`src/rtl/dacq_consts.vh`:
```
// Offsets, field positions, reset values and codes for the DAQ card
// register block. Included by rtl/dacq_regs.v only.
`ifndef DACQ_CONSTS_VH
`define DACQ_CONSTS_VH

// Port offsets within the 16-byte I/O window
`define DACQ_OFS_TRIG_LOW    4'h0
`define DACQ_OFS_GAIN_HIGH   4'h1
`define DACQ_OFS_SCAN        4'h2
`define DACQ_OFS_DIO_LOW     4'h3
`define DACQ_OFS_DAC_LOW     4'h4
`define DACQ_OFS_DAC_HIGH    4'h5
`define DACQ_OFS_STATUS      4'h8
`define DACQ_OFS_CONTROL     4'h9
`define DACQ_OFS_DIO_HIGH    4'hb

// Scan register fields
`define DACQ_SCAN_STOP_MSB   7
`define DACQ_SCAN_STOP_LSB   4
`define DACQ_SCAN_START_MSB  3
`define DACQ_SCAN_START_LSB  0

// Gain code field and encoding (fraction of jumper full scale)
`define DACQ_GAIN_MSB        1
`define DACQ_GAIN_LSB        0
`define DACQ_GAIN_FULL       2'h0
`define DACQ_GAIN_HALF       2'h1
`define DACQ_GAIN_QUARTER    2'h2
`define DACQ_GAIN_EIGHTH     2'h3

// Analog output low byte carries value bits 3:0 in its bits 7:4
`define DACQ_DAC_LOW_MSB     7
`define DACQ_DAC_LOW_LSB     4

// Control register trigger source codes (bits 1:0)
`define DACQ_TRIG_SW0        2'h0
`define DACQ_TRIG_SW1        2'h1
`define DACQ_TRIG_EXT        2'h2
`define DACQ_TRIG_PACER      2'h3

// Status register busy flag position
`define DACQ_STAT_BUSY_BIT   7

// Reset values
`define DACQ_RST_BYTE        8'h00
`define DACQ_RST_DO          16'h0000
`define DACQ_RST_DAC         12'h000
`define DACQ_RST_NIB         4'h0
`define DACQ_RST_RES         12'h000

`endif

```
`src/rtl/dacq_regs.v`:
```
// Host register block of a plug-in data-acquisition card: conversion
// trigger, per-channel gain memory, scan multiplexer, digital I/O and
// the 12-bit analog output value.
// Assumes the host port strobes and the converter handshake run on
// core_clk; digital inputs, external trigger and pacer tick are pins.
//
// Operation
// RQ1: Software-selected source: any write to offset 0 starts one conversion.
// RQ2: Control offset 9 bits 1:0 pick software, pacer or external trigger.
// RQ3: Each channel keeps its own 2-bit gain code applied to its conversion.
// RQ4: Write to offset 1 stores bits 1:0 as gain of start channel.
// RQ5: Gain codes 00/01/10/11 select full, half, quarter, eighth scale.
// RQ6: Offset 2 holds stop in 7:4, start in 3:0; readable.
// RQ7: Writing the scan register loads the current channel with start.
// RQ8: Every trigger from any source advances the current channel; a trigger in the same cycle as a scan write loads the start channel instead.
// RQ9: Advance from the stop channel returns to the start channel.
// RQ10: Start field also addresses the gain memory entry written.
// RQ11: Host rewrites scan start and stop after gain updates.
// RQ12: Offsets 3 and 11 read digital inputs 7:0 and 15:8.
// RQ13: Writes to offsets 3 and 11 latch digital outputs, held.
// RQ14: Offsets 4 bits 7:4 and 5 give analog value bits 3:0, 11:4.
// RQ15: Offset 0 reads result 3:0 and channel; offset 1 result 11:4.
// RQ16: Status top bit is 1 while converting, 0 when idle.
// RQ17: Analog output updates when the high byte is written.
// RQ18: Reset clears digital outputs, analog value, scan start and stop.
`timescale 1ns/100ps
`include "dacq_consts.vh"

module dacq_regs #(
    parameter NUM_CHAN = 16
) (
    // Clock and reset
    input  wire        core_clk,
    input  wire        sys_rst,
    // Host byte port
    input  wire [3:0]  ioAddr,
    input  wire        ioWrStb,
    input  wire        ioRdStb,
    input  wire [7:0]  ioWrData,
    output wire [7:0]  ioRdData,
    // Trigger pins
    input  wire        extTrigIn,
    input  wire        pacerTickIn,
    // Converter handshake
    output wire        convStart,
    output wire [3:0]  convChannel,
    output wire [1:0]  convGain,
    input  wire        convDone,
    input  wire [11:0] convResult,
    // Digital I/O pins
    input  wire [15:0] digitalInputs,
    output wire [15:0] digitalOutputs,
    // Analog output
    output wire [11:0] analogOutputValue
);

    ////////////////////////////////////////////////////////////////////
    // Registers

    reg  [7:0]  ioRdData_ff;
    reg  [3:0]  scanStartChannel_ff;
    reg  [3:0]  scanStopChannel_ff;
    reg  [3:0]  muxChannel_ff;
    reg  [1:0]  trigSource_ff;
    reg  [15:0] digitalOutputs_ff;
    reg  [3:0]  dacLowNibble_ff;
    reg  [11:0] analogOutputValue_ff;
    reg         convStart_ff;
    reg  [3:0]  convChannel_ff;
    reg  [1:0]  convGain_ff;
    reg         busy_ff;
    reg  [11:0] conversionResult_ff;
    reg  [3:0]  resultChannelNumber_ff;
    reg  [15:0] diMeta_ff;
    reg  [15:0] diSync_ff;
    reg  [1:0]  extMeta_ff;
    reg  [1:0]  extSync_ff;
    reg  [1:0]  extPrev_ff;
    reg  [1:0]  gainMem_ff [0:NUM_CHAN-1];

    reg  [7:0]  nxt_ioRdData;
    reg  [3:0]  nxt_muxChannel;

    wire        wrTrig;
    wire        wrGain;
    wire        wrScan;
    wire        wrDioLow;
    wire        wrDioHigh;
    wire        wrDacLow;
    wire        wrDacHigh;
    wire        wrControl;
    wire        swSelected;
    wire        extEdge;
    wire        pacerEdge;
    wire        trigger;
    wire        conversionBusy;

    ////////////////////////////////////////////////////////////////////
    // Write decode

    assign wrTrig    = ioWrStb && (ioAddr == `DACQ_OFS_TRIG_LOW);
    assign wrGain    = ioWrStb && (ioAddr == `DACQ_OFS_GAIN_HIGH);
    assign wrScan    = ioWrStb && (ioAddr == `DACQ_OFS_SCAN);
    assign wrDioLow  = ioWrStb && (ioAddr == `DACQ_OFS_DIO_LOW);
    assign wrDioHigh = ioWrStb && (ioAddr == `DACQ_OFS_DIO_HIGH);
    assign wrDacLow  = ioWrStb && (ioAddr == `DACQ_OFS_DAC_LOW);
    assign wrDacHigh = ioWrStb && (ioAddr == `DACQ_OFS_DAC_HIGH);
    assign wrControl = ioWrStb && (ioAddr == `DACQ_OFS_CONTROL);

    ////////////////////////////////////////////////////////////////////
    // Pin synchronisers

    always @(posedge core_clk) begin
        if (sys_rst) begin
            diMeta_ff  <= `DACQ_RST_DO;
            diSync_ff  <= `DACQ_RST_DO;
            extMeta_ff <= 2'h0;
            extSync_ff <= 2'h0;
            extPrev_ff <= 2'h0;
        end else begin
            diMeta_ff  <= digitalInputs;
            diSync_ff  <= diMeta_ff;
            extMeta_ff <= {pacerTickIn, extTrigIn};
            extSync_ff <= extMeta_ff;
            extPrev_ff <= extSync_ff;
        end
    end

    // Rising edges seen on the synchronised trigger pins
    assign extEdge   = extSync_ff[0] && !extPrev_ff[0];
    assign pacerEdge = extSync_ff[1] && !extPrev_ff[1];

    ////////////////////////////////////////////////////////////////////
    // Trigger source selection

    // RQ2 source select
    always @(posedge core_clk) begin
        if (sys_rst) begin
            trigSource_ff <= `DACQ_TRIG_SW0;
        end else if (wrControl) begin
            trigSource_ff <= ioWrData[1:0];
        end
    end

    assign swSelected = (trigSource_ff == `DACQ_TRIG_SW0) ||
                        (trigSource_ff == `DACQ_TRIG_SW1);

    // RQ1 software write trigger
    // RQ2 pin triggers gated by source
    assign trigger = (swSelected && wrTrig) ||
                     ((trigSource_ff == `DACQ_TRIG_EXT) && extEdge) ||
                     ((trigSource_ff == `DACQ_TRIG_PACER) && pacerEdge);

    ////////////////////////////////////////////////////////////////////
    // Scan register and multiplexer

    // RQ6 scan register fields
    // RQ18 scan fields cleared
    always @(posedge core_clk) begin
        if (sys_rst) begin
            scanStartChannel_ff <= `DACQ_RST_NIB;
            scanStopChannel_ff  <= `DACQ_RST_NIB;
        end else if (wrScan) begin
            scanStartChannel_ff <=
                ioWrData[`DACQ_SCAN_START_MSB:`DACQ_SCAN_START_LSB];
            scanStopChannel_ff  <=
                ioWrData[`DACQ_SCAN_STOP_MSB:`DACQ_SCAN_STOP_LSB];
        end
    end

    always @* begin
        nxt_muxChannel = muxChannel_ff;
        if (wrScan) begin
            // RQ7 load start channel
            nxt_muxChannel =
                ioWrData[`DACQ_SCAN_START_MSB:`DACQ_SCAN_START_LSB];
        end else if (trigger) begin
            // RQ9 wrap at stop
            if (muxChannel_ff == scanStopChannel_ff) begin
                nxt_muxChannel = scanStartChannel_ff;
            end else begin
                // RQ8 advance per trigger
                nxt_muxChannel = muxChannel_ff + 4'h1;
            end
        end
    end

    always @(posedge core_clk) begin
        if (sys_rst) begin
            muxChannel_ff <= `DACQ_RST_NIB;
        end else begin
            muxChannel_ff <= nxt_muxChannel;
        end
    end

    ////////////////////////////////////////////////////////////////////
    // Gain code memory, one entry per channel

    genvar gi;
    generate
        for (gi = 0; gi < NUM_CHAN; gi = gi + 1) begin : gGain
            localparam integer CHAN_NUM = gi;
            // RQ3 per-channel gain storage
            always @(posedge core_clk) begin
                if (sys_rst) begin
                    // RQ5 full scale by default
                    gainMem_ff[gi] <= `DACQ_GAIN_FULL;
                end else if (wrGain &&
                             (scanStartChannel_ff == CHAN_NUM[3:0])) begin
                    // RQ4 store low two bits
                    // RQ10 start field addresses
                    gainMem_ff[gi] <=
                        ioWrData[`DACQ_GAIN_MSB:`DACQ_GAIN_LSB];
                end
            end
        end
    endgenerate

    ////////////////////////////////////////////////////////////////////
    // Conversion launch and result capture

    assign conversionBusy = busy_ff;

    always @(posedge core_clk) begin
        if (sys_rst) begin
            convStart_ff           <= 1'b0;
            convChannel_ff         <= `DACQ_RST_NIB;
            convGain_ff            <= `DACQ_GAIN_FULL;
            busy_ff                <= 1'b0;
            conversionResult_ff    <= `DACQ_RST_RES;
            resultChannelNumber_ff <= `DACQ_RST_NIB;
        end else begin
            convStart_ff <= trigger;
            if (trigger) begin
                // RQ3 apply channel gain
                convChannel_ff <= muxChannel_ff;
                convGain_ff    <= gainMem_ff[muxChannel_ff];
            end
            // RQ16 busy flag
            if (trigger) begin
                busy_ff <= 1'b1;
            end else if (convDone) begin
                busy_ff <= 1'b0;
            end
            if (convDone) begin
                conversionResult_ff    <= convResult;
                resultChannelNumber_ff <= convChannel_ff;
            end
        end
    end

    ////////////////////////////////////////////////////////////////////
    // Digital outputs and analog output value

    always @(posedge core_clk) begin
        if (sys_rst) begin
            // RQ18 outputs cleared
            digitalOutputs_ff    <= `DACQ_RST_DO;
            dacLowNibble_ff      <= `DACQ_RST_NIB;
            analogOutputValue_ff <= `DACQ_RST_DAC;
        end else begin
            // RQ13 latch output bytes
            if (wrDioLow) begin
                digitalOutputs_ff[7:0] <= ioWrData;
            end
            if (wrDioHigh) begin
                digitalOutputs_ff[15:8] <= ioWrData;
            end
            // RQ14 low nibble staging
            if (wrDacLow) begin
                dacLowNibble_ff <=
                    ioWrData[`DACQ_DAC_LOW_MSB:`DACQ_DAC_LOW_LSB];
            end
            // RQ17 update on high byte
            if (wrDacHigh) begin
                analogOutputValue_ff <= {ioWrData, dacLowNibble_ff};
            end
        end
    end

    ////////////////////////////////////////////////////////////////////
    // Read path

    always @* begin
        nxt_ioRdData = `DACQ_RST_BYTE;
        case (ioAddr)
            `DACQ_OFS_TRIG_LOW: begin
                // RQ15 low result and channel
                nxt_ioRdData = {conversionResult_ff[3:0],
                                resultChannelNumber_ff};
            end
            `DACQ_OFS_GAIN_HIGH: begin
                // RQ15 high result byte
                nxt_ioRdData = conversionResult_ff[11:4];
            end
            `DACQ_OFS_SCAN: begin
                // RQ6 scan readback
                nxt_ioRdData = {scanStopChannel_ff, scanStartChannel_ff};
            end
            `DACQ_OFS_DIO_LOW: begin
                // RQ12 inputs low byte
                nxt_ioRdData = diSync_ff[7:0];
            end
            `DACQ_OFS_DIO_HIGH: begin
                // RQ12 inputs high byte
                nxt_ioRdData = diSync_ff[15:8];
            end
            `DACQ_OFS_STATUS: begin
                // RQ16 busy in top bit
                nxt_ioRdData[`DACQ_STAT_BUSY_BIT] = conversionBusy;
            end
            `DACQ_OFS_CONTROL: begin
                nxt_ioRdData = {6'h00, trigSource_ff};
            end
            default: begin
                nxt_ioRdData = `DACQ_RST_BYTE;
            end
        endcase
    end

    always @(posedge core_clk) begin
        if (sys_rst) begin
            ioRdData_ff <= `DACQ_RST_BYTE;
        end else if (ioRdStb) begin
            ioRdData_ff <= nxt_ioRdData;
        end
    end

    ////////////////////////////////////////////////////////////////////
    // Outputs

    assign ioRdData          = ioRdData_ff;
    assign convStart         = convStart_ff;
    assign convChannel       = convChannel_ff;
    assign convGain          = convGain_ff;
    assign digitalOutputs    = digitalOutputs_ff;
    assign analogOutputValue = analogOutputValue_ff;

endmodule

```
`config.mk`:
```
export PLATFORM = sky130hd
export DESIGN_NAME = dacq_regs
export DESIGN_NICKNAME = d
export VERILOG_FILES = /design/src/rtl/dacq_regs.v
export VERILOG_INCLUDE_DIRS = /design/src /design/src/rtl
export SDC_FILE = /design/constraint.sdc
export NUM_CORES = 1
export LEC_CHECK = 0
export ABC_AREA = 1
export BUFFER_PORTS_ARGS = -buffer_cell sky130_fd_sc_hd__buf_2
export CORE_MARGIN = 2
export CORE_UTILIZATION = 45
export CTS_BUF_LIST = sky130_fd_sc_hd__clkbuf_8
export CTS_CLUSTER_DIAMETER = 100
export CTS_CLUSTER_SIZE = 10
export DETAILED_ROUTE_END_ITERATION = 8
export PLACE_DENSITY = 0.65
export SLEW_MARGIN = 20
export SYNTH_ARGS = -nofsm -noshare
export SYNTH_HDL_FRONTEND = slang
export SYNTH_SLANG_ARGS = --single-unit
```
`constraint.sdc`:
```
create_clock -name core_clk -period 1.7 [get_ports core_clk]
set_input_delay 0.085 -clock core_clk [delete_from_list [all_inputs] [get_ports core_clk]]
set_output_delay 0.085 -clock core_clk [all_outputs]
set_load 0.02 [all_outputs]
```
Word level (Yosys, flattened, before mapping)
Memory sizes are Yosys's and may differ from the RTL's. A register that Yosys moved wholly into a read port is not among the register bits. Index checks and enable logic that the tools add are counted.

Register bits after elaboration: 114. Memory bits (writable): 32. Output and inout bits: 43. Logic and storage cells: 176. Memories: 1.

Memory list: gainMem_ff (words 16, width 2, rd ports 1, clocked after Yosys merged registers in 1, write ports 16, RTL line dacq_regs.v:79) `reg [1:0] gainMem_ff [0:NUM_CHAN-1];`.

Add/subtract/negate cells: 1. Equality and inequality tests: 27. Multiplexer cells: 73. Bitwise operators: 16. Reductions and logical operators: 39.

Operators with widths (count): $mux W1 (52); $eq A4 B4 Y1 const B (11); $pmux W7 S6 (1); $mux W2 (16); $logic_and A1 B1 Y1 (29); $eq A4 B3 Y1 const B (6); $eq A4 B2 Y1 const B (4); $or A1 B1 Y1 (16); $mux W4 (3); $eq A4 B1 Y1 const B (2); $logic_not A4 Y1 (2); $pmux W1 S6 (1); $add A4 B1 Y4 const B (1); $eq A2 B2 Y1 const B (2); $eq A4 B4 Y1 (1); $reduce_bool A2 Y1 (2); $logic_or A1 B1 Y1 (3); $eq A2 B1 Y1 const B (1); $logic_not A1 Y1 (2); $logic_not A2 Y1 (1).

Depth between registers and ports, before layout
Gate-level depths: netlist (run 1).

Depth in word-level cells: 7. Gate-level depth with buffers: 12. Gate-level depth less buffers: 11.

Worst setup path before layout (run 1)
Ideal clock, no wire load.

Path kind: register to register. Start: register scanStartChannel_ff[2]. End: memory gainMem_ff[4][0] (enable). Setup time: 327 ps. Arrival: 966 ps. Required time: 1373 ps. Slack: 407 ps. Cell stages (with the launch flop): 5. Cell sequence: dfxtp_1 inv_1 nor2_1 inv_1 o21ai_0.

RTL lines: start, declared (RTL line dacq_regs.v:61) `reg [3:0] scanStartChannel_ff;`; start signal, assigned (RTL line dacq_regs.v:161) `` scanStartChannel_ff <= `DACQ_RST_NIB; ``; start signal, assigned (RTL line dacq_regs.v:164) `scanStartChannel_ff <=`; end, declared (RTL line dacq_regs.v:79).

Worst setup path in the final report (run 1)
Start: register muxChannel_ff[3]. End: register muxChannel_ff[0].

Longest elaborated chain between the ends: 4.

Ends and longest elaborated chain: start, declared (RTL line dacq_regs.v:63) `reg [3:0] muxChannel_ff;`; start signal, assigned (RTL line dacq_regs.v:190) `` muxChannel_ff <= `DACQ_RST_NIB; ``; start signal, assigned (RTL line dacq_regs.v:192) `muxChannel_ff <= nxt_muxChannel;`; $eq A4 B4 Y1 (RTL line dacq_regs.v:179) `if (muxChannel_ff == scanStopChannel_ff) begin`; $mux W4 (RTL line dacq_regs.v:179); $mux W4 (RTL line dacq_regs.v:177) `end else if (trigger) begin`; $mux W4 (RTL line dacq_regs.v:173) `if (wrScan) begin`.

Every way passes these cells. The select of a mux whose other input is x is not followed. A chain may end at the register's enable or synchronous reset.

==> results of run 1 <==
layout by cell type (no fill, tap or decap), types with 11 or more instances in the layout:
master / n
a21oi_1: 49
buf_2: 89
buf_4: 17
clkbuf_8: 19
dfxtp_1: 116
dlygate4sd3_1: 41
edfxtp_1: 32
inv_1: 78
inv_2: 11
nand2_1: 120
nand3_1: 48
nor2_1: 167
o21ai_0: 70
tightest hold or removal path, stage by stage:
cell and delay (ns):
buf_2 0.18, o21ai_0 0.11, nor2_1 0.07
worst max path at each step:
| stage | from | end | depth (start not counted) |
|---|---|---|---|
| after global routing | muxChannel_ff[3] | muxChannel_ff[1] | 11 |
| after global placement | muxChannel_ff[3] | muxChannel_ff[0] | 9 |
| after CTS | muxChannel_ff[3] | muxChannel_ff[0] | 9 |
| after floorplan | scanStartChannel_ff[2] | gainMem_ff[4][0] | 4 |
| after detailed placement | muxChannel_ff[3] | muxChannel_ff[0] | 9 |
| final | muxChannel_ff[3] | muxChannel_ff[0] | 9 |
state kept, by name, indices dropped and copies added (netlist names), 8 cells and up:
name and cells:
ioRdData 8, conversionResult_ff 12, analogOutputValue 12, diMeta_ff 16, gainMem_ff 32, digitalOutputs 16, diSync_ff 16
per-stage QoR:
step	hold WS [ns]	setup slack, ns	power [mW]
after detailed placement	0.290	0.213	4.37
after floorplan	0.192	0.407	4.15
after global placement	0.285	0.225	4.37
after CTS	0.00375	0.201	7.11
final	0.0296	0.188	7.06
after global routing	0.0379	0.0254	7.34
power by group through the flow:
stage	logic, mW	registers [mW]	clock network [mW]
2_1_floorplan	0.317	3.84	0
3_3_place_gp	0.530	3.84	0
3_5_place_dp	0.531	3.84	0
4_1_cts	0.605	3.76	2.75
5_1_grt	0.681	3.77	2.88
6_report	0.612	3.76	2.69
cell families after synthesis:
| group | after synthesis | share of synthesized area |
|---|---|---|
| AO/OA/AOI/OAI | 149 | 0.132 |
| AND/OR/NAND/NOR | 354 | 0.244 |
| flip-flops | 148 | 0.536 |
| adder cells (fa/ha/maj) | 1 | 0.00204 |
| XOR/XNOR | 2 | 0.00286 |
| buffers and inverters | 125 | 0.0831 |
area by class of cell:
class / count / share of cell area
Tap cell: 176 / 0.0290
Inverter: 92 / 0.0458
Clock buffer: 19 / 0.0344
Multi-Input combinational cell: 506 / 0.307
Timing Repair Buffer: 149 / 0.135
Clock inverter: 11 / 0.0166
Sequential cell: 148 / 0.432
cell usage after synthesis:
library cell	n	area, µm²
a211oi_1	3	22.5
a21oi_1	49	245
a21oi_2	2	17.5
buf_1	1	3.75
buf_2	5	25.0
buf_4	2	15.0
buf_6	3	33.8
clkbuf_1	21	78.8
clkbuf_2	1	5.00
clkinv_1	2	7.51
dfxtp_1	116	2320
edfxtp_1	32	961
ha_1	1	12.5
inv_1	78	293
inv_2	11	41.3
inv_4	1	6.26
nand2_1	120	450
nand2_2	5	31.3
nand2_4	2	22.5
nand3_1	48	240
nand3_2	1	10.0
nand3b_1	2	15.0
nor2_1	167	627
nor2_2	1	6.26
nor2_4	4	45.0
nor2_8	2	40.0
nor3_1	2	10.0
o211ai_1	5	37.5
o211ai_2	2	25.0
o21ai_0	70	350
o21ai_1	9	45.0
o21bai_1	5	37.5
o22ai_1	4	25.0
xor2_1	2	17.5
layer usage:
layer | GRT usage | wire length, µm
met1 | 0.319 | 7630
met2 | 0.343 | 6980
met3 | 0.0458 | 888
met4 | 0.0865 | 258
met5 | 0 | 0
repair_timing:
action                                 4_1_cts  5_1_grt
hold buffers                                41        0
setup endpoints to repair                    0        0
endpoints found under the hold margin       64        0
==> summary by stage, run 1 <==
Detailed routing
The total via count in the routed design is 5412. In the routed layout, each cell is associated on average with a via count of 4.92. In this run, the number of DRC markers left after iteration 0 of detailed routing was 431.

The first TritonRoute pass finished after 7 iterations. The residual antenna-violating net count after detailed routing is 0. The detailed-route wire length is 15.8 mm. The DRC violation count after routing is 0. In the final routed layout, each cell accounts on average for 14.3 µm.

Final layout
The end-of-flow core utilization is 0.574. The number of nets at the end of the flow is 962. 0 antenna diodes ended up in the layout. The area growth from synthesis to layout is 24.0%.

Fill cells in the final layout number 1240. The area occupied by registers is 3280 µm². The final instance area is 7600 µm². The area of the multi-input gates is 2330 µm². Excluding fillers, the count of instances in the completed layout stands at 1101. In the final layout, the share of cells above drive strength 1 is 0.183.

Run
The number of max-cap violations is 0.

Clock network
The source-to-sink clock delay at the later pin of the worst-skew pair is 0.45 ns. The H-tree generated during clock tree synthesis spans 4 levels. In this run the clock root is driven by a clkbuf_8. The buffer levels on the longest clock path is 2.

Post-CTS timing repair inserted 0 buffers for setup. The number of CTS-inserted buffers is 17. TritonCTS built the clock tree.

The total number of clock tree sinks is 148. The clock transition at the register clock pins on the worst setup and hold paths after CTS is 0.08 ns. The count of cells resized by post-cts repair is 0.

Power
The combinational group share of total power is 0.087. The analysis attributes to cell leakage a power of 3.44 nW. The switching share of power is 0.247. The net load switching power is 1.74 mW.

The highest ir drop seen on vdd is 0.000639 V. The share of total power dissipated in sequential elements is 0.532. The internal power of the cells is 5.32 mW.

Of the total power, the clock network draws 0.381. Power spread over the standard cell area amounts to 929 nW/µm².

STA
The hold violation count in the final report came to 0. Setup violations remaining at the end of the flow were counted as 0. Timing would allow up to 0.662 GHz. Dividing the final minimum period by the clock period gives 0.889. Setup repair after global routing left no endpoint under its margin. The minimum clock period after layout is 1.51 ns. The worst relative slew slack is 0.585. The post-route setup TNS is 0 ns. On the final layout, the worst clock skew is 0.0141 ns.

The number of max-slew violations in the final report is 0. The transition time of the tightest slew-check pin is 0.621 ns.

Synth
The part of the Yosys area used for sequential elements is 0.536. The number of warning messages in the yosys log is 0. Synthesis inferred 148 register bits. The number of unique standard cell types used by synthesis is 34. After synthesis the cells add up to 6130 µm².

The instance count of the mapped netlist is 779. Synthesis produced a netlist with a net count of 827. In this run the mean area of a mapped cell was 7.86 µm².

Critical path
At the worst endpoint, the arrival time is 1.85 ns. The worst setup path is captured at a register. Traced cell by cell, the critical path runs through inv_1, nand2_1, nand2_1, nor2_1, nand2_1, nand2_1, nand2_1, a21oi_1, nor2_1. The critical path launch point type is a register.

In this design, the largest share of critical-path delay is due to simple AND/OR/NAND/NOR gates. In this design, the stage delay of the slowest critical-path cell is 0.49 ns. STA puts the critical path data required time at 2.04 ns. The top fanout value on the critical path is 7. The cell that appears most often on the critical path is nand2_1. The slowest stage of the critical path belongs to the cell dfxtp_1. Setup slack on the worst reg-to-reg path comes out at 0.19 ns.

The buffer and inverter count on the worst path is 1. The number of cells traversed by the worst register-to-register path is 9. In this run the critical register-to-register path is captured at muxChannel_ff[0]. The worst setup path is of the reg -> reg kind. The startpoint of the most critical register-to-register path is muxChannel_ff[3].

Min path
The startpoint identified for the worst hold timing path is convDone. The capture endpoint of the worst hold path is resultChannelNumber_ff[2]. Counting instances, the worst hold path has a depth of 3. The type of the tightest min-delay check is in -> reg.

Floorplanning
The initialized floorplan defines 42 standard-cell rows. The number of I/O pins is 90. The die covers 14600 µm². The x dimension of the die is 121 µm. The initial cell density of the core is 0.463.

The area of the placeable core is 13200 µm². From bottom edge to top edge, the die measures 121 µm.

Place
After detailed placement, the total cell area comes to 6800 µm². Routability-driven placement finished with a final weighted congestion of 0.931. Input and output buffers added on the ports amount to 89.

After detailed placement, the design holds a cell count of 1030. The HPWL reported at the end of detailed placement is 10.9 mm.

GRT
The wire length of the first global-routing pass is 25.7 mm. The global-route total usage across every layer is 0.227. Entering global routing, the biggest net connects 74 pins.

The initial antenna violation count is 0. The via count of the first global-routing pass is 5150. For this run the aggregate overflow at the end of global routing stands at 0.

Run status
The run finished with clean final reports.
(Power assumes the default switching activity.)
==> inputs of run 2 (changes only) <==
--- a/config.mk
+++ b/config.mk
@@ -6,7 +6,7 @@
 export SDC_FILE = /design/constraint.sdc
 export NUM_CORES = 1
 export LEC_CHECK = 0
-export ABC_AREA = 1
+export ABC_AREA = 0
 export BUFFER_PORTS_ARGS = -buffer_cell sky130_fd_sc_hd__buf_2
 export CORE_MARGIN = 2
 export CORE_UTILIZATION = 45
==> summary by stage, run 2 <==
Power
Of the total power, registers draw 0.487. Of the total power, the clock network draws 0.443. The leakage power is 3.26 nW. The net load switching power is 1.62 mW. The internal power of the cells is 6.02 mW. Of the total power, the share spent switching nets is 0.212.

The highest ir drop seen on vdd is 0.000902 V. The areal power density over the cells is 989 nW/µm². The combinational group share of total power is 0.069.

Synth
The commonest cells after synthesis are dfxtp_1 (116), nor2_1 (88), mux2i_1 (60). In the synthesized netlist the dominant register cell turns out to be dfxtp_1. The area share of the largest cell type after synthesis is 0.386. The cell area after technology mapping is 6010 µm². The post-synthesis compound-gate area fraction is 0.0625. Yosys mapped a number of flops with a built-in enable equal to 32. Synthesis produced a netlist whose cell count is 552.

The proportion of synthesized flip-flops having asynchronous set or reset is 0. The adder and majority gate portion of the synthesized area is 0.00208. By area the synthesized netlist is led by dfxtp_1 (39%), edfxtp_1 (16%), mux2i_1 (10%). The Yosys step of the flow raised 0 warnings.

Of the total synthesized cell area, the portion taken by AND, OR, NAND and NOR gates is 0.179. The synthesized design contains 148 register bits. Of the synthesized area, sequential elements account for 0.546. The main combinational cell family by area after synthesis is simple AND/OR/NAND/NOR gates. The xor and xnor area share after synthesis is 0.0102.

The most common cell in the synthesized netlist is dfxtp_1. A synthesized cell averages 10.9 µm². The net count after synthesis is 600. The number of unique standard cell types used by synthesis is 49. The portion of netlist area occupied by mux cells is 0.163. dfxtp_1 takes more of the synthesized area than any other cell.

Run
The number of max-cap violations is 0.

STA
The fmax is 0.616 GHz. The worst relative slew slack is 0.642. The number of max-slew violations in the final report is 0. The transition time of the tightest slew-check pin is 0.537 ns. The minimum clock period after layout is 1.62 ns. The final worst-path cycle share is 0.956.

The worst clock skew is 0.00837 ns. The hold violation count in the final report came to 0. Setup repair after global routing left no endpoint under its margin. The number of setup violations in the final report is 0.

Detailed routing
The detailed-route wire length is 14.5 mm. The wire length per cell is 16.4 µm. The total via count in the routed design is 4561. The detailed router finished its first iteration with 238 violations.

For this run, design rule violations remaining after detail routing come to 0. The residual antenna-violating net count after detailed routing is 0. The detailed-route vias per instance is 5.14.

The pre-antenna-repair detailed-routing pass consisted of 4 iterations.

Clock network
The source-to-sink clock delay at the later pin of the worst-skew pair is 0.45 ns. TritonCTS built the clock tree. Clock-pin slew was measured on the worst setup and hold paths at 0.08 ns. The count of H-tree levels built during CTS is 4. For this design, the sink count on the clock tree is 148.

The number of clock buffers added by TritonCTS is 17. The number of setup buffers added after CTS is 0. The clock passes through at most 2 buffers. CTS placed an instance of clkbuf_8 at the clock tree root.

Final layout
For this run, the share of the core covered by cells in the final layout is 0.588. The number of nets at the end of the flow is 746. The area of the multi-input gates is 2500 µm².

The final antenna diode count is 0. The layout has 1091 filler cells. The area growth from synthesis to layout is 28.6%. Across the whole layout, storage elements account for 3280 µm². The top cell types in the final layout, fill and taps aside, are dfxtp_1 (115), nor2_1 (88), buf_2 (88), mux2i_1 (60), nor2b_1 (44). The register with the most flip-flops in the layout has 32 of them.

The share of cells above drive strength 1 is 0.260. Leaving out fill and tap cells, the most frequent cell in the layout is dfxtp_1. The number of standard cells in the final layout excluding fillers is 887.

Counting flops per register, the top entry is gainMem_ff.

Critical path
The worst register-to-register path has a setup slack of 0.08 ns. Tracing the worst setup path back leads to its startpoint at muxChannel_ff[0]. The data arrival time at the worst-slack endpoint is 1.96 ns.

The required arrival time at the worst endpoint is 2.03 ns. The startpoint of the most critical register-to-register path is muxChannel_ff[0]. The worst setup path is captured at a register. The critical path in this run is classified as reg -> reg.

Of all nets on the critical path, the largest fanout is 3. The critical path launch point type is a register.

Floorplanning
After floorplanning, the core was divided into 42 placement rows. For this configuration, the core starts out at a cell density of 0.457. The full die area is 14300 µm².

90 I/O pins were placed. The area of the placeable core is 13100 µm². The x dimension of the die is 120 µm. Measured along the y axis, the die boundary spans 120 µm.

GRT
The via count of the first global-routing pass is 4604. Entering global routing, the biggest net connects 46 pins. The wire length of the first global-routing pass is 23.2 mm. The initial antenna violation count came to 0. The global-route congestion overflow total is 0. Across every metal layer, demand over resource in global routing totals 0.213.

Min path
The hold path startpoint is ioAddr[3]. The worst hold path belongs to the class in -> reg.

Place
The number of placed cells counting well taps is 813. The final weighted congestion in routability-driven placement is 0.882. The HPWL after detailed placement is 10.3 mm. The count of buffers added on input and output ports is 89.

Run status
The run finished with clean final reports.
## run 2: cell count changes in the layout (fill, tap and decap cells not counted), moves of 6 or more
cell,previous run,this run
a21oi_1,49,17
buf_4,17,34
inv_1,78,6
inv_2,11,0
mux2i_1,0,60
mux4_2,0,13
nand2_1,120,37
nand3_1,48,16
nor2_1,167,88
nor2b_1,0,44
o21ai_0,70,15
o21ai_1,9,0
o31ai_1,0,6
## run 2: per-layer routing
metal | GRT usage | wire (µm)
met1 | 0.271 | 6100
met2 | 0.345 | 6990
met3 | 0.0556 | 958
met4 | 0.0919 | 457
met5 | 0 | 0
## run 2: per-stage QoR
stage / setup TNS, ns / cell area [µm²] / setup WS [ns] / total power, mW / hold WS [ns]
final: 0 / 7730 / 0.0754 / 7.64 / 0.172
after global routing: 0 / 7730 / 0.0147 / 7.93 / 0.164
after CTS: 0 / 7730 / 0.0161 / 7.71 / 0.131
after floorplan: 0 / 6010 / 0.0871 / 4.08 / 0.203
after global placement: -0.421 / 6800 / -0.0676 / 4.25 / 0.297
after detailed placement: -0.713 / 6800 / -0.102 / 4.26 / 0.300
## run 2: cells by family (layout without fill, tap and decap cells)
logic type	count (synthesis)	after routing
AND/OR/NAND/NOR	213	213
flip-flops	148	148
multiplexers	78	78
AO/OA/AOI/OAI	58	58
buffers and inverters	47	206
XOR/XNOR	7	7
adder cells (fa/ha/maj)	1	1
## run 2: critical path, cell delays in order (launching register included)
cell and delay (ns):
dfxtp_2 0.39, mux4_1 0.56, mux2_2 0.29, a211oi_2 0.20
a311oi_1 0.07
## run 2: layout make-up
cell class | instances | share of cell area
inverter | 6 | 0.00291
tap | 176 | 0.0285
timing repair buffer | 168 | 0.155
clock inverter | 14 | 0.0329
clock buffer | 18 | 0.0321
multi-input combinational | 357 | 0.324
sequential | 148 | 0.425
## run 2: timing repair
item / 4_1_cts / 5_1_grt
endpoints found under the hold margin: 70 / 0
resized for setup: 0 / 1
endpoints found under the setup margin: 0 / 1
hold buffers: 42 / 0
## run 2: power by group through the flow
stage          Clock, mW  Sequential (mW)  Combinational, mW
2_1_floorplan          0             3.80              0.278
3_3_place_gp           0             3.80              0.443
3_5_place_dp           0             3.81              0.456
4_1_cts             3.45             3.72              0.531
5_1_grt             3.61             3.73              0.579
6_report            3.39             3.72              0.531
## run 2: path summary, 6_finish.rpt
kind / end / depth (start not counted)
worst min register to register: ioRdData[5] / 2
worst max register to register: convGain[1] / 4
worst min-delay path: busy_ff / 5
worst max-delay path: convGain[1] / 4
==> inputs of run 3 (changes only) <==
--- a/config.mk
+++ b/config.mk
@@ -14,7 +14,7 @@
 export CTS_CLUSTER_DIAMETER = 100
 export CTS_CLUSTER_SIZE = 10
 export DETAILED_ROUTE_END_ITERATION = 8
-export PLACE_DENSITY = 0.65
+export PLACE_DENSITY = 0.74
 export SLEW_MARGIN = 20
 export SYNTH_ARGS = -nofsm -noshare
 export SYNTH_HDL_FRONTEND = slang
==> summary by stage, run 3 (same netlist as run 2, synthesis figures left out) <==
Final layout
From synthesis to final layout, the design area changed by 25.9%. The number of nets at the end of the flow is 737. The flip-flop count of the largest register after layout is 32. In the final layout, the share of cells above drive strength 1 is 0.250. Leaving out fill and tap cells, the most frequent cell in the layout is dfxtp_1.

The number of antenna diodes in the final layout is 0. The final instance area is 7570 µm². Leaving out fill and tap cells, the most frequent cells in the layout are dfxtp_1 (115), nor2_1 (88), buf_2 (88), mux2i_1 (60), nor2b_1 (44). The register with the highest flop count is gainMem_ff.

Critical path
STA classifies the critical path endpoint as a register. For the worst setup path, the data arrival time is 1.94 ns. STA puts the critical path data required time at 2.03 ns.

The type of the worst setup path is reg -> reg. The top fanout value on the critical path is 1. The startpoint of the most critical register-to-register path is gainMem_ff[9][1]. The critical path launch point type is a register. The launch point of the worst path is gainMem_ff[9][1].

STA
The number of max-slew violations in the final report is 0. The worst relative slew slack is 0.636. Between clock sinks in the finished design, the worst skew comes to 0.0122 ns. On the final layout, the worst hold slack is 0.200 ns. For the pin with the worst max-slew slack, the measured transition is 0.546 ns. The hold violation count in the final report is 0. In the finished design, the share of the clock period the worst path needs comes to 0.950. Derived from the worst setup path, the maximum achievable clock frequency is 0.619 GHz. Setup violations remaining at the end of the flow were counted as 0.

The minimum clock period after layout is 1.62 ns.

Clock network
The root cell of the clock tree is clkbuf_8. The clock net in this run drives a total of 148 sinks. The count of H-tree levels built during CTS is 4.

The number of CTS-inserted buffers is 17. TritonCTS built the clock tree. The clock transition at the register clock pins on the worst setup and hold paths after CTS is 0.08 ns. The source-to-sink clock delay at the later pin of the worst-skew pair is 0.45 ns. The clock passes through at most 2 buffers. Buffers added to address setup during post-CTS repair amount to 0.

Power
The highest ir drop seen on vdd is 0.000898 V. The analysis attributes to cell leakage a power of 3.18 nW. In this run the power density over the cells is 948 nW/µm².

Run status
The run finished with clean final reports.

Floorplanning
The area of the placeable core is 13100 µm². The number of I/O pins is 90. The number of cell rows is 42.

The die covers 14300 µm². The initial cell density of the core is 0.457. Measured along the x axis, the die boundary spans 120 µm. Measured along the y axis, the die boundary spans 120 µm.

GRT
Across every metal layer, demand over resource in global routing totals 0.209. The largest net degree at the start of global routing is 49. For this run the aggregate overflow at the end of global routing stands at 0. The wire length of the first global-routing pass is 23.3 mm. The initial antenna violation count came to 0. The via count of the first global-routing pass is 4644.

Detailed routing
The routed layout has 4617 vias. The DRC violation count after routing is 0. The detailed-routing iteration count for the pre-antenna-repair pass is 6. Using the TritonRoute via totals, the vias-per-cell ratio works out to 5.26. The final layout contains routed wiring with a total length of 14.3 mm. The residual antenna-violating net count after detailed routing is 0. In this run, the number of DRC markers left after iteration 0 of detailed routing was 358. Dividing the detail-routed wire length by the instance count gives 16.3 µm.

Place
The final weighted congestion in routability-driven placement is 0.876. After detailed placement, the total cell area comes to 6730 µm². After legalization and detailed placement, the total HPWL measured 9.94 mm. In this run the tool buffered the top-level ports with 89 buffer cells.

Min path
The hold path startpoint is convDone. The type of the tightest min-delay check is in -> reg.

Run
Max-cap violations in this run came to 0.
run 3: cell types whose count changed in the layout (fill, tap and decap cells not counted), moves of 2 or more:
| cell | previous run | this run |
|---|---|---|
| inv_1 | 6 | 9 |
| bufinv_16 | 7 | 4 |
| buf_12 | 4 | 2 |
| buf_4 | 34 | 29 |
| clkinv_2 | 4 | 1 |
| dlygate4sd3_1 | 42 | 40 |
| clkbuf_8 | 18 | 20 |
run 3: worst paths after layout:
check                         endpoint  slack [ns]  cells after the start
min          resultChannelNumber_ff[0]        0.20                      3
max reg2reg                convGain[1]        0.08                      4
min reg2reg              diSync_ff[13]        0.43                      1
max                        convGain[1]        0.08                      4
run 3: metrics by stage:
step                      setup slack, ns   util  TNS, ns  total power, mW  cells
after floorplan                    0.0871      -        0             4.08    552
after global placement            -0.0672  0.512   -0.303             4.23    806
after detailed placement           -0.123  0.512   -0.860             4.25    806
after CTS                          0.0600  0.576        0             7.23    877
after global routing             -0.00852  0.576  -0.0162             7.43    877
final                              0.0846  0.576        0             7.17    877
run 3: area by class of cell:
class,instances,area [µm²]
fill,1104,5570
sequential,148,3280
multi-input combinational,357,2510
timing repair buffer,159,1100
clock buffer,20,275
tap,176,220
clock inverter,11,159
inverter,6,22.5
run 3: per-layer routing:
| metal | share of wire | GRT usage |
|---|---|---|
| met1 | 0.42 | 0.265 |
| met2 | 0.49 | 0.347 |
| met3 | 0.066 | 0.0542 |
| met4 | 0.018 | 0.0735 |
| met5 | 0 | 0 |
run 3: critical path, stage by stage (launching register included):
cell and delay [ns]:
edfxtp_1 0.39, mux4_1 0.52, mux2_2 0.31, a211oi_2 0.21
a311oi_1 0.07
run 3: timing repair:
action,4_1_cts,5_1_grt
hold buffers,40,0
gates resized for setup,0,2
hold endpoints to repair,63,0
setup endpoints to repair,0,5
run 3: power breakdown:
| group | internal [mW] | switching (mW) | total [mW] |
|---|---|---|---|
| logic | 0.255 | 0.269 | 0.524 |
| registers | 3.68 | 0.0436 | 3.73 |
| clock network | 1.69 | 1.23 | 2.92 |
